$ cat config.mk
export PLATFORM = sky130hd
export DESIGN_NAME = ptid_target_decode
export DESIGN_NICKNAME = d
export VERILOG_FILES = /design/src/rtl/ptid_pkg.sv /design/src/rtl/ptid_sync2.sv /design/src/rtl/ptid_target_decode.sv /design/src/rtl/ptid_window.sv
export VERILOG_INCLUDE_DIRS = /design/src /design/src/rtl
export SDC_FILE = /design/constraint.sdc
export NUM_CORES = 1
export LEC_CHECK = 0
export BUFFER_PORTS_ARGS = -buffer_cell sky130_fd_sc_hd__buf_2
export CAP_MARGIN = 30
export CORE_MARGIN = 2
export CORE_UTILIZATION = 45
export DETAILED_ROUTE_END_ITERATION = 6
export GPL_TIMING_DRIVEN = 0
export PLACE_DENSITY_LB_ADDON = 0.15
export SLEW_MARGIN = 20
export SYNTH_ARGS = -nofsm -noshare
export SYNTH_HDL_FRONTEND = slang
export SYNTH_SLANG_ARGS = --single-unit
$ cat constraint.sdc
create_clock -name clk -period 2.8 [get_ports clk]
set_input_delay 0.14 -clock clk [delete_from_list [all_inputs] [get_ports clk]]
set_output_delay 0.14 -clock clk [all_outputs]
set_load 0.1 [all_outputs]
$ cat src/rtl/ptid_defines.svh
`ifndef PTID_DEFINES_SVH
`define PTID_DEFINES_SVH

// ==========================================================================
// Register offsets (byte addresses on the local register port).
`define PTID_OFS_IMG1_CTL   12'h110
`define PTID_OFS_IMG1_ADDR  12'h114
`define PTID_OFS_ROM_CTL    12'h13c

// ==========================================================================
// Image 1 control register fields.
`define PTID_CTL_EN         31
`define PTID_CTL_BS_HI      27
`define PTID_CTL_BS_LO      24
`define PTID_CTL_PREFETCH_READ_ON       23
`define PTID_CTL_BRST       22
`define PTID_CTL_INV        20
`define PTID_CTL_TC_HI      15
`define PTID_CTL_TC_LO      12
`define PTID_CTL_DS_HI      11
`define PTID_CTL_DS_LO      10
`define PTID_CTL_POSTED_WRITE_ON       7
`define PTID_CTL_PAS        6

// ==========================================================================
// Image 1 address register and expansion-ROM control register fields.
`define PTID_ADDR_BA_HI     31
`define PTID_ADDR_BA_LO     16
`define PTID_ADDR_TA_HI     15
`define PTID_ADDR_TA_LO     0
`define PTID_ROM_DS_HI      25
`define PTID_ROM_DS_LO      24
`define PTID_ROM_BS_HI      22
`define PTID_ROM_BS_LO      20
`define PTID_ROM_TC_HI      19
`define PTID_ROM_TC_LO      16
`define PTID_ROM_TA_HI      15
`define PTID_ROM_TA_LO      0

// ==========================================================================
// Reset values and encodings.
`define PTID_ZERO32         32'h0000_0000
`define PTID_ZERO16         16'h0000
`define PTID_ZERO4          4'h0
`define PTID_ZERO3          3'h0
`define PTID_ZERO2          2'h0
`define PTID_SPACE_MEM      1'b0
`define PTID_SPACE_IO       1'b1
`define PTID_DS_32          2'h0
`define PTID_DS_8           2'h1
`define PTID_DS_16          2'h2

`endif

$ cat src/rtl/ptid_pkg.sv
package ptid_pkg;

  // ==========================================================================
  // PCI address phase presented to the decoder.
  typedef struct packed {
    logic        valid;
    logic [31:0] addr;
    logic        io_space;
    logic        rom;
    logic        write;
    logic        burst;
  } ptid_req_t;

  // ==========================================================================
  // Decode result handed to the local-bus side.
  typedef struct packed {
    logic        claim;
    logic        rom_hit;
    logic [31:0] local_addr;
    logic [3:0]  local_txn_code;
    logic [1:0]  dest_port_width;
    logic        byte_order;
    logic        prefetch_ok;
    logic        burst_ok;
    logic        post_ok;
  } ptid_resp_t;

  // ==========================================================================
  // Preload values from the serial EEPROM controller.
  typedef struct packed {
    logic        done;
    logic        img1_loaded;
    logic [3:0]  img1_block_size_code;
    logic        img1_space;
    logic        bst1_enable;
    logic        rom_enable;
    logic [31:0] rom_value;
  } ptid_eeprom_t;

  // ==========================================================================
  // Configuration-space base registers that the decoder mirrors or compares.
  typedef struct packed {
    logic [15:0] img1_base;
    logic        img1_space;
    logic [15:0] rom_base;
    logic        rom_enable;
  } ptid_cfg_t;

endpackage

$ cat src/rtl/ptid_sync2.sv
`timescale 1ns/1ns

// Two-flop synchroniser for pins; the first stage feeds only the second.
module ptid_sync2
  import ptid_pkg::*;
#(
  parameter int WIDTH = 3
)
(
  input  wire logic             clk,
  input  wire logic             reset,
  input  wire logic [WIDTH-1:0] pin_in,
  output logic      [WIDTH-1:0] sync_out
);

  logic [WIDTH-1:0] stage1;

  always_ff @(posedge clk)
  begin
    if (reset)
    begin
      stage1   <= '0;
      sync_out <= '0;
    end
    else
    begin
      stage1   <= pin_in;
      sync_out <= stage1;
    end
  end

endmodule

$ cat src/rtl/ptid_target_decode.sv
`timescale 1ns/1ns
`include "ptid_defines.svh"

// Behaviour
// - Image 1 claims nothing unless its enable bit is set; enable resets to 0.
// - Block size is 64 Kbytes times two to the 4-bit size code.
// - Address phase compares selected upper lines with base field bits 31:16.
// - Compared upper lines are replaced by translation field bits on the local bus.
// - Prefetching reads only when prefetch bit is 1; resets to 0.
// - Burst writes only when burst-write bit is 1; resets to 0.
// - Invert bit 0 keeps global byte order, 1 inverts it.
// - Drive 4-bit transaction code and port width 32, 8, 16 bit.
// - Writes are posted only when posting enabled and memory space.
// - Space bit 0 decodes memory, 1 decodes I/O accesses.
// - EEPROM-loaded size and space fields take its values and become read-only.
// - When loaded and the disable strap is low, control space bit follows the configuration base register space bit.
// - Not loaded: size and space reset to 0, writable; configuration base absent unless byte 9 bit 7 or strap is set.
// - Disable strap high at reset keeps size and space writable anyway.
// - EEPROM byte 9 bit 7 or strap makes base read-only, mirroring configuration.
// - Otherwise base is read-write, resets to zero, independent of configuration.
// - Translation field is always read-write and resets to 0.
// - ROM control loads from EEPROM when ident strap high and byte 5 bit 7.
// - Without that preload the ROM control register is zero and ignores writes.
// - ROM compare uses the 3-bit ROM size code, 64 Kbyte times two to it.
// - ROM accesses substitute ROM translation bits, ROM port width and code.
module ptid_target_decode
  import ptid_pkg::*;
(
  input  wire logic         clk,
  input  wire logic         reset,
  input  wire logic         pci_reset_pin,
  input  wire logic         pci_disable_strap,
  input  wire logic         eeprom_ident_strap,
  input  wire logic         local_byte_order_setting,
  input  wire ptid_eeprom_t eeprom,
  input  wire ptid_cfg_t    cfg,
  input  wire logic [11:0]  reg_addr,
  input  wire logic         reg_wr,
  input  wire logic         reg_rd,
  input  wire logic [31:0]  reg_wdata,
  output logic      [31:0]  reg_rdata,
  output logic              reg_ack,
  input  wire ptid_req_t    req,
  output ptid_resp_t        resp,
  output logic              cfg_image1_base_reg_on
);

  // ==========================================================================
  // Pin synchronisation and strap capture.
  logic [2:0] pins_s;
  logic       pci_rst_s;
  logic       dis_s;
  logic       ident_s;
  logic       strap_dis;
  logic       strap_ident;
  logic       pci_rst_any;

  ptid_sync2 #(.WIDTH(3)) u_sync (
    .clk      (clk),
    .reset    (reset),
    .pin_in   ({pci_reset_pin, pci_disable_strap, eeprom_ident_strap}),
    .sync_out (pins_s)
  );

  assign pci_rst_s   = pins_s[2];
  assign dis_s       = pins_s[1];
  assign ident_s     = pins_s[0];
  assign pci_rst_any = reset || pci_rst_s;

  // Straps follow the pins while PCI reset is held and freeze at its release.
  always_ff @(posedge clk)
  begin
    if (reset)
    begin
      strap_dis   <= 1'b0;
      strap_ident <= 1'b0;
    end
    else if (pci_rst_s)
    begin
      strap_dis   <= dis_s;
      strap_ident <= ident_s;
    end
  end

  // ==========================================================================
  // Preload status, taken when the EEPROM controller finishes after PCI reset.
  logic img1_loaded;
  logic bst1_on;
  logic rom_loaded;

  always_ff @(posedge clk)
  begin
    if (pci_rst_any)
    begin
      img1_loaded <= 1'b0;
      bst1_on     <= 1'b0;
      rom_loaded  <= 1'b0;
    end
    else if (eeprom.done)
    begin
      img1_loaded <= eeprom.img1_loaded;
      bst1_on     <= eeprom.bst1_enable || strap_dis;
      rom_loaded  <= strap_ident && eeprom.rom_enable;
    end
  end

  // Size and space stay writable unless loaded, and the strap overrides it.
  logic bs_pas_writable;
  assign bs_pas_writable = !img1_loaded || strap_dis;

  // ==========================================================================
  // Register write decode.
  logic wr_ctl;
  logic wr_addr;
  logic wr_rom;

  assign wr_ctl  = reg_wr && (reg_addr == `PTID_OFS_IMG1_CTL);
  assign wr_addr = reg_wr && (reg_addr == `PTID_OFS_IMG1_ADDR);
  assign wr_rom  = reg_wr && (reg_addr == `PTID_OFS_ROM_CTL);

  // ==========================================================================
  // Image 1 control fields held by global reset.
  logic       img_en;
  logic       prefetch_read_on;
  logic       burst_write_on;
  logic       byte_order_invert;
  logic [3:0] local_txn_code;
  logic [1:0] dest_port_width;
  logic       posted_write_on;

  always_ff @(posedge clk)
  begin
    if (reset)
    begin
      img_en            <= 1'b0;
      prefetch_read_on  <= 1'b0;
      burst_write_on    <= 1'b0;
      byte_order_invert <= 1'b0;
      local_txn_code    <= `PTID_ZERO4;
      dest_port_width   <= `PTID_DS_32;
      posted_write_on   <= 1'b0;
    end
    else if (wr_ctl)
    begin
      img_en            <= reg_wdata[`PTID_CTL_EN];
      prefetch_read_on  <= reg_wdata[`PTID_CTL_PREFETCH_READ_ON];
      burst_write_on    <= reg_wdata[`PTID_CTL_BRST];
      byte_order_invert <= reg_wdata[`PTID_CTL_INV];
      local_txn_code    <= reg_wdata[`PTID_CTL_TC_HI:`PTID_CTL_TC_LO];
      dest_port_width   <= reg_wdata[`PTID_CTL_DS_HI:`PTID_CTL_DS_LO];
      posted_write_on   <= reg_wdata[`PTID_CTL_POSTED_WRITE_ON];
    end
  end

  // ==========================================================================
  // Image 1 size and space fields held by PCI reset.
  logic [3:0] block_size_code;
  logic       pci_space_reg;
  logic       pci_space_select;

  always_ff @(posedge clk)
  begin
    if (pci_rst_any)
    begin
      block_size_code <= `PTID_ZERO4;
      pci_space_reg   <= `PTID_SPACE_MEM;
    end
    else if (eeprom.done && eeprom.img1_loaded)
    begin
      block_size_code <= eeprom.img1_block_size_code;
      pci_space_reg   <= eeprom.img1_space;
    end
    else if (wr_ctl && bs_pas_writable)
    begin
      block_size_code <= reg_wdata[`PTID_CTL_BS_HI:`PTID_CTL_BS_LO];
      pci_space_reg   <= reg_wdata[`PTID_CTL_PAS];
    end
  end

  // A loaded, locked space bit always agrees with the configuration register.
  assign pci_space_select = (img1_loaded && !strap_dis) ? cfg.img1_space
                                                        : pci_space_reg;

  // ==========================================================================
  // Image 1 base and translation fields.
  logic [15:0] base_reg;
  logic [15:0] base_eff;
  logic [15:0] xlate_addr_field;

  always_ff @(posedge clk)
  begin
    if (pci_rst_any)
    begin
      base_reg <= `PTID_ZERO16;
    end
    else if (wr_addr && !bst1_on)
    begin
      base_reg <= reg_wdata[`PTID_ADDR_BA_HI:`PTID_ADDR_BA_LO];
    end
  end

  always_ff @(posedge clk)
  begin
    if (reset)
    begin
      xlate_addr_field <= `PTID_ZERO16;
    end
    else if (wr_addr)
    begin
      xlate_addr_field <= reg_wdata[`PTID_ADDR_TA_HI:`PTID_ADDR_TA_LO];
    end
  end

  // Mirroring is combinational so the field tracks later configuration writes.
  assign base_eff = bst1_on ? cfg.img1_base : base_reg;

  // ==========================================================================
  // Expansion-ROM control register.
  logic [31:0] rom_ctl;

  always_ff @(posedge clk)
  begin
    if (pci_rst_any)
    begin
      rom_ctl <= `PTID_ZERO32;
    end
    else if (eeprom.done && strap_ident && eeprom.rom_enable)
    begin
      rom_ctl <= eeprom.rom_value;
    end
    else if (wr_rom && rom_loaded)
    begin
      rom_ctl <= reg_wdata;
    end
  end

  // ==========================================================================
  // Address windows.
  logic        img_match;
  logic [15:0] img_hi;
  logic        rom_match;
  logic [15:0] rom_hi;

  ptid_window #(.CODE_W(4)) u_img1 (
    .addr_hi         (req.addr[31:16]),
    .base            (base_eff),
    .xlate           (xlate_addr_field),
    .block_size_code (block_size_code),
    .hit             (img_match),
    .out_hi          (img_hi)
  );

  ptid_window #(.CODE_W(3)) u_rom (
    .addr_hi         (req.addr[31:16]),
    .base            (cfg.rom_base),
    .xlate           (rom_ctl[`PTID_ROM_TA_HI:`PTID_ROM_TA_LO]),
    .block_size_code (rom_ctl[`PTID_ROM_BS_HI:`PTID_ROM_BS_LO]),
    .hit             (rom_match),
    .out_hi          (rom_hi)
  );

  // ==========================================================================
  // Claim and attribute generation, registered one cycle after the phase.
  logic       img_claim;
  logic       rom_claim;
  ptid_resp_t next_resp;

  assign img_claim = req.valid && !req.rom && img_en
                     && (req.io_space == pci_space_select)
                     && img_match;
  assign rom_claim = req.valid && req.rom && cfg.rom_enable && rom_match;

  always_comb
  begin
    next_resp                 = '0;
    next_resp.claim           = img_claim || rom_claim;
    next_resp.rom_hit         = rom_claim;
    next_resp.byte_order      = local_byte_order_setting;
    if (rom_claim)
    begin
      next_resp.local_addr      = {rom_hi, req.addr[15:0]};
      next_resp.local_txn_code  = rom_ctl[`PTID_ROM_TC_HI:`PTID_ROM_TC_LO];
      next_resp.dest_port_width = rom_ctl[`PTID_ROM_DS_HI:`PTID_ROM_DS_LO];
    end
    else if (img_claim)
    begin
      next_resp.local_addr      = {img_hi, req.addr[15:0]};
      next_resp.local_txn_code  = local_txn_code;
      next_resp.dest_port_width = dest_port_width;
      next_resp.byte_order      = local_byte_order_setting ^ byte_order_invert;
      next_resp.prefetch_ok     = prefetch_read_on && !req.write;
      next_resp.burst_ok        = burst_write_on && req.write && req.burst;
      next_resp.post_ok         = posted_write_on && req.write
                                  && (req.io_space == `PTID_SPACE_MEM);
    end
  end

  always_ff @(posedge clk)
  begin
    if (reset)
    begin
      resp <= '0;
    end
    else
    begin
      resp <= next_resp;
    end
  end

  // ==========================================================================
  // Register read port; unmapped offsets read zero.
  logic [31:0] ctl_view;
  logic [31:0] next_rdata;

  always_comb
  begin
    ctl_view                                 = `PTID_ZERO32;
    ctl_view[`PTID_CTL_EN]                   = img_en;
    ctl_view[`PTID_CTL_BS_HI:`PTID_CTL_BS_LO] = block_size_code;
    ctl_view[`PTID_CTL_PREFETCH_READ_ON]                 = prefetch_read_on;
    ctl_view[`PTID_CTL_BRST]                 = burst_write_on;
    ctl_view[`PTID_CTL_INV]                  = byte_order_invert;
    ctl_view[`PTID_CTL_TC_HI:`PTID_CTL_TC_LO] = local_txn_code;
    ctl_view[`PTID_CTL_DS_HI:`PTID_CTL_DS_LO] = dest_port_width;
    ctl_view[`PTID_CTL_POSTED_WRITE_ON]                 = posted_write_on;
    ctl_view[`PTID_CTL_PAS]                  = pci_space_select;
    case (reg_addr)
      `PTID_OFS_IMG1_CTL:  next_rdata = ctl_view;
      `PTID_OFS_IMG1_ADDR: next_rdata = {base_eff, xlate_addr_field};
      `PTID_OFS_ROM_CTL:   next_rdata = rom_ctl;
      default:             next_rdata = `PTID_ZERO32;
    endcase
  end

  always_ff @(posedge clk)
  begin
    if (reset)
    begin
      reg_rdata <= `PTID_ZERO32;
      reg_ack   <= 1'b0;
    end
    else
    begin
      reg_ack   <= reg_rd || reg_wr;
      reg_rdata <= reg_rd ? next_rdata : `PTID_ZERO32;
    end
  end

  always_ff @(posedge clk)
  begin
    if (reset)
    begin
      cfg_image1_base_reg_on <= 1'b0;
    end
    else
    begin
      cfg_image1_base_reg_on <= bst1_on;
    end
  end

endmodule

$ cat src/rtl/ptid_window.sv
`timescale 1ns/1ns

// Compares the upper address lines selected by a block-size code against a
// base and substitutes the translation bits on the compared lines only.
module ptid_window
  import ptid_pkg::*;
#(
  parameter int CODE_W = 4
)
(
  input  wire logic [15:0]       addr_hi,
  input  wire logic [15:0]       base,
  input  wire logic [15:0]       xlate,
  input  wire logic [CODE_W-1:0] block_size_code,
  output logic                   hit,
  output logic      [15:0]       out_hi
);

  logic [15:0] cmp_mask;
  logic [15:0] bit_ok;

  // ==========================================================================
  // Line 16+i takes part when i is not below the size code.
  for (genvar i = 0; i < 16; i++)
  begin : g_line
    assign cmp_mask[i] = (5'(i) >= 5'(block_size_code));
    assign bit_ok[i]   = !cmp_mask[i] || (addr_hi[i] == base[i]);
    assign out_hi[i]   = cmp_mask[i] ? xlate[i] : addr_hi[i];
  end

  assign hit = &bit_ok;

endmodule

# Word-level counts from Yosys, hierarchy flattened
# Cells that the tools add are included.
# classes
bitwise_logic	4
addsub	0
magnitude_cmp	22
n_mul	0
div	0
eq_ne	36
shift	0
reduce_logical	83
muxes	34
# op_table
op	count
$pmux 32 s3	1
$mux 32	2
$mux 42	1
$mux 38	1
$eq 12x9->1 const B	3
$eq 1x1->1	33
$reduce_and 16->1	2
$ge 4x4->1 const A	7
$logic_not 1->1	27
$logic_or 1x1->1	27
$mux 1	25
$logic_and 1x1->1	23
$ge 3x4->1 const A	4
$mux 16	1
$mux 4	3
$ge 3x3->1 const A	3
$ge 1x4->1 const A	2
$ge 2x4->1 const A	2
$ge 1x3->1 const A	2
$ge 2x3->1 const A	2
$reduce_bool 2->1	2
$not 1->1	3
$reduce_or 3->1	1
$reduce_or 2->1	1
$xor 1x1->1	1
# word_totals
wordCells	210
mem_bits_ro	0
latchBits	0
inputBits	164
out_inout_bits	78
ff_bits	169
mem_count	0
ramBits	0

# Longest topological paths before layout
# logic_depth
ltp_word	8
ltp_mapped	10
depth_no_buf	7

# Cells and area by module
# Synthesis repeated with hierarchy kept, for this count alone.
# hier_totals
hier_cells	719
hier_area_um2	7367.1
# by_module_without_submodules
module	area_each_um2	instances	seq_area_each_um2	cells_per_inst
ptid_target_decode	6249.7	1	3263.1	585
ptid_window at u_img1	545.5	1	0.0	69
ptid_window at u_rom	414.1	1	0.0	53
ptid_sync2	157.7	1	120.1	12

# Worst setup path after synthesis
# No wires, ideal clock.
# synth_path
kind	reg2reg
from	register bst1_on
to	register resp[17] in the netlist's numbering
n_path_buf	2
setup_ps	59
stages_incl_launch_ff	10
t_arrival_ps	2078
path_slack_ps	663
synth_period_minus_slack_ps	2137
path_cell_list	dfxtp_1 -> buf_4 -> mux2_4 -> mux2_1 -> o21a_1 -> nor4_2 -> nand4bb_4 -> o21ai_2 -> buf_4 -> and2_1
# synth_between
elab_chain_len	7
elab_cells_between_ends	36
cone_classes	eq/ne: 16; mux: 3; reduce/logical: 17
# synth_rtl
item	line_no	text
start, declared	ptid_target_decode.sv:88	logic bst1_on;
start signal, assigned	ptid_target_decode.sv:102	bst1_on <= eeprom.bst1_enable || strap_dis;
$mux 16 *	ptid_target_decode.sv:215	assign base_eff = bst1_on ? cfg.img1_base : base_reg;
$eq 1x1->1	ptid_window.sv:27	assign bit_ok[i] = !cmp_mask[i] || (addr_hi[i] == base[i]);
$logic_or 1x1->1	ptid_window.sv:27	
$reduce_and 16->1 *	ptid_window.sv:31	assign hit = &bit_ok;
$logic_and 1x1->1 *	ptid_target_decode.sv:270	&& img_match;
$mux 42 *	ptid_target_decode.sv:285	else if (img_claim)
$mux 38 *	ptid_target_decode.sv:279	if (rom_claim)
end signal, assigned	ptid_target_decode.sv:306	resp <= next_resp;
end, declared	ptid_target_decode.sv:44	output ptid_resp_t resp,
# Mark *: on every way between the ends. The rest lies on a longest branch, timed or not.
# A chain may end at the register's enable or synchronous reset.

# Worst setup path in the final report
# layout_path
from	register bst1_on
to	register resp[2] in the netlist's numbering
# layout_between
elab_chain_len	7
elab_cells_between_ends	36
cone_classes	eq/ne: 16; mux: 1; bitwise: 1; reduce/logical: 18
# layout_rtl
item	line_no
$mux 16 *	ptid_target_decode.sv:215
$eq 1x1->1	ptid_window.sv:27
$logic_or 1x1->1	ptid_window.sv:27
$reduce_and 16->1 *	ptid_window.sv:31
$logic_and 1x1->1 *	ptid_target_decode.sv:270
$not 1->1 (no line) *	n/a
$reduce_or 3->1 (no line) *	n/a
# Marks and branches as above.

==> run metrics <==
Die X between 100 and 150 um; clk root buf clkbuf_16; most common library cell in the layout ignoring fill and taps buf_2; clock tree sinks roughly 170; minimum clock period 2.714 ns; Top Registers resp: 44 flops, reg_rdata: 32 flops, rom_ctl: 32 flops; total CTS buffers 17; I/O pin total between 200 and 250; Syn Nets ~960; mapped cell area a little over 7000 um2; CP arrival 3.03 ns; Max clock buf depth 2; Final Setup Violations 0; Layout fillers 1,360; GP Congestion 0.9450; Seq. cell area roughly 3400 um2; measured slew at the worst slew-check pin about 0.90 ns; vias in the first global route between 6,000 and 7,000; P_int ~4.1 mW; # diodes 0; sequential area share after synthesis 47.17%; RSZ-0062 raised after global routing false; WS Path Type register to register; Synth Area per Inst roughly 9 um2; Reg with most FFs resp; crit path from bst1_on; CP max stage delay approximately 0.45 ns; period utilization 96.95%; Sequential Power Share a little under half; endpoints failing hold 0; NetSw 1.229 mW; CTS tree built; largest net degree at the start of global routing 17; Slew headroom 40.32%; initial antenna violation count 0; # nets final between 1,000 and 1,500; DRC 0; Hold Path Class input port to register; grt ovf 0; H-tree depth 4; Final Skew between 0.01 and 0.015 ns; crit-path cells buf_2 -> mux2i_1 -> xor2_1 -> o21ai_0 -> a211oi_2 -> nand4bb_4 -> buf_2 -> nor3b_1; synthesized instance count just under 800; die area around 17,000 um2; via density per instance 5.375; multi-input logic area around 3500 um2; # rows 46; Peak VDD IR 364.6 uV; reg2reg start bst1_on; Util after Layout about 63%; hold_sp eeprom[33]; CP Max Fanout 10; most frequent cells in the layout buf_2, dfxtp_1, nand2_1; achievable frequency about 0.37 GHz; CP required about 3.1 ns; CP endpoint kind register; Clk pwr share between 40% and 50%; Static Leakage approximately 4.2 nW; DRT Pass-1 Iters 6; run status finished, final reports clean; die height 130.3 um; average wire per standard cell 19.00 um; max reg flops 44; Startpoint Class register; total power draw about 5.3 mW; Cell variety after synth 54; global-route wire length before repair 36.93 mm; switching share of power a little under a quarter; Starting Density between 40% and 50%; Initial DRC Count ~700; Yosys reg bits 169; most used cell along the critical path buf_2; combinational share of power 9.8%; final WL approximately 25 mm; Slew Limit Fails 0; number of port buffers ~240; hpwl dp approximately 19 mm; gr usage total between 20 and 30%; layout cells sized above 1 a little over a quarter; ANT nets after route 0; CP max stage cell mux2i_1; via count between 7,000 and 8,000; worst skew pair latency about 0.43 ns; Area Overhead vs Synth 37.17%; Post-synth EDFFs 0; max-cap violation count 0; YS warnings 0; asr flop ratio synth 0%; Top FF cell, synth dfxtp_1; clock-pin slew on the worst setup and hold paths roughly 0.060 ns; Pwr Density 539.5 nW/um2; CORE AREA 15,710 um2
[metal layers]
layer / up-vias / track usage, % / part of all wire (%)
li1: 3423 / - / -
met1: 3337 / 38.27 / 42
met2: 402 / 48.11 / 47
met3: 40 / 6.396 / 9.0
met4: 0 / 11.39 / 2.6
met5: - / 0 / 0
[what timing repair did]
item | 4_1_cts | 5_1_grt
endpoints found under the hold margin | 69 | 0
setup buffers | 4 | 0
pin swaps | 1 | 0
endpoints found under the setup margin | 9 | 2
resized for setup | 1 | 2
hold buffers | 57 | 0
[per-stage QoR]
stage	setup slack, ns	instance area, um2	hold slack, ns	cells	TNS [ns]
2_1_floorplan	0.6631	7173	0.2095	792	0
3_3_place_gp	0.004575	8650	0.3388	1249	0
3_5_place_dp	-0.09542	8650	0.3417	1249	-0.4491
4_1_cts	0.1425	9832	0.001189	1340	0
5_1_grt	0.04153	9839	0.02848	1340	0
6_report	0.08553	9839	0.01848	1340	0
[area by class of cell]
| cell class | instances | area share, % |
|---|---|---|
| clock inverter | 7 | 1.208 |
| sequential | 169 | 34.38 |
| tap | 216 | 2.747 |
| buffer | 55 | 2.327 |
| inverter | 11 | 0.4196 |
| timing repair buffer | 302 | 18.36 |
| multi-input combinational | 557 | 35.90 |
| clock buffer | 23 | 4.654 |
[synthesized netlist by cell type (all sizes together) (9+ instances only)]
master / n / area [um2]
a211oi: 35 / 267.8
a21oi: 56 / 280.3
a222oi: 17 / 170.2
a22oi: 12 / 90.09
and2: 19 / 118.9
buf: 19 / 93.84
clkbuf: 36 / 135.1
dfxtp: 169 / 3383
inv: 11 / 41.29
mux2: 12 / 146.4
mux2i: 65 / 650.6
nand2: 120 / 452.9
nand3: 13 / 65.06
nor2: 82 / 312.8
nor2b: 9 / 56.30
o21ai: 27 / 142.6
xnor2: 17 / 148.9
xor2: 13 / 113.9
[critical path: cells and delay by family, from the launching register on]
family | cells | cell delay [ns]
flops | 1 | 0.33
xor+xnor | 1 | 0.20
compound gates | 2 | 0.50
buf+inv | 2 | 0.56
mux | 1 | 0.45
simple gates | 2 | 0.55
[kinds of logic after synthesis]
logic type             synth area share, %
AO/OA/AOI/OAI                        15.89
XOR/XNOR                             3.663
multiplexers                         11.11
AND/OR/NAND/NOR                      18.40
buffers and inverters                3.768
flip-flops                           47.17
[worst paths after layout]
check                                     endpoint  slack (ns)  cells after the start
worst max-delay path                       resp[2]        0.09                      8
worst min-delay path                       bst1_on        0.02                      3
worst max register to register             resp[2]        0.09                      8
worst min register to register  u_sync.sync_out[2]        0.44                      1
[power by group through the flow]
| stage | logic, mW | clock network [mW] | registers (mW) |
|---|---|---|---|
| global route | 0.553 | 2.47 | 2.43 |
| detailed placement | 0.448 | 0 | 2.48 |
| floorplan | 0.201 | 0 | 2.50 |
| global placement | 0.448 | 0 | 2.48 |
| CTS | 0.512 | 2.38 | 2.43 |
| finish | 0.522 | 2.36 | 2.43 |
(Power assumes the default switching activity.)
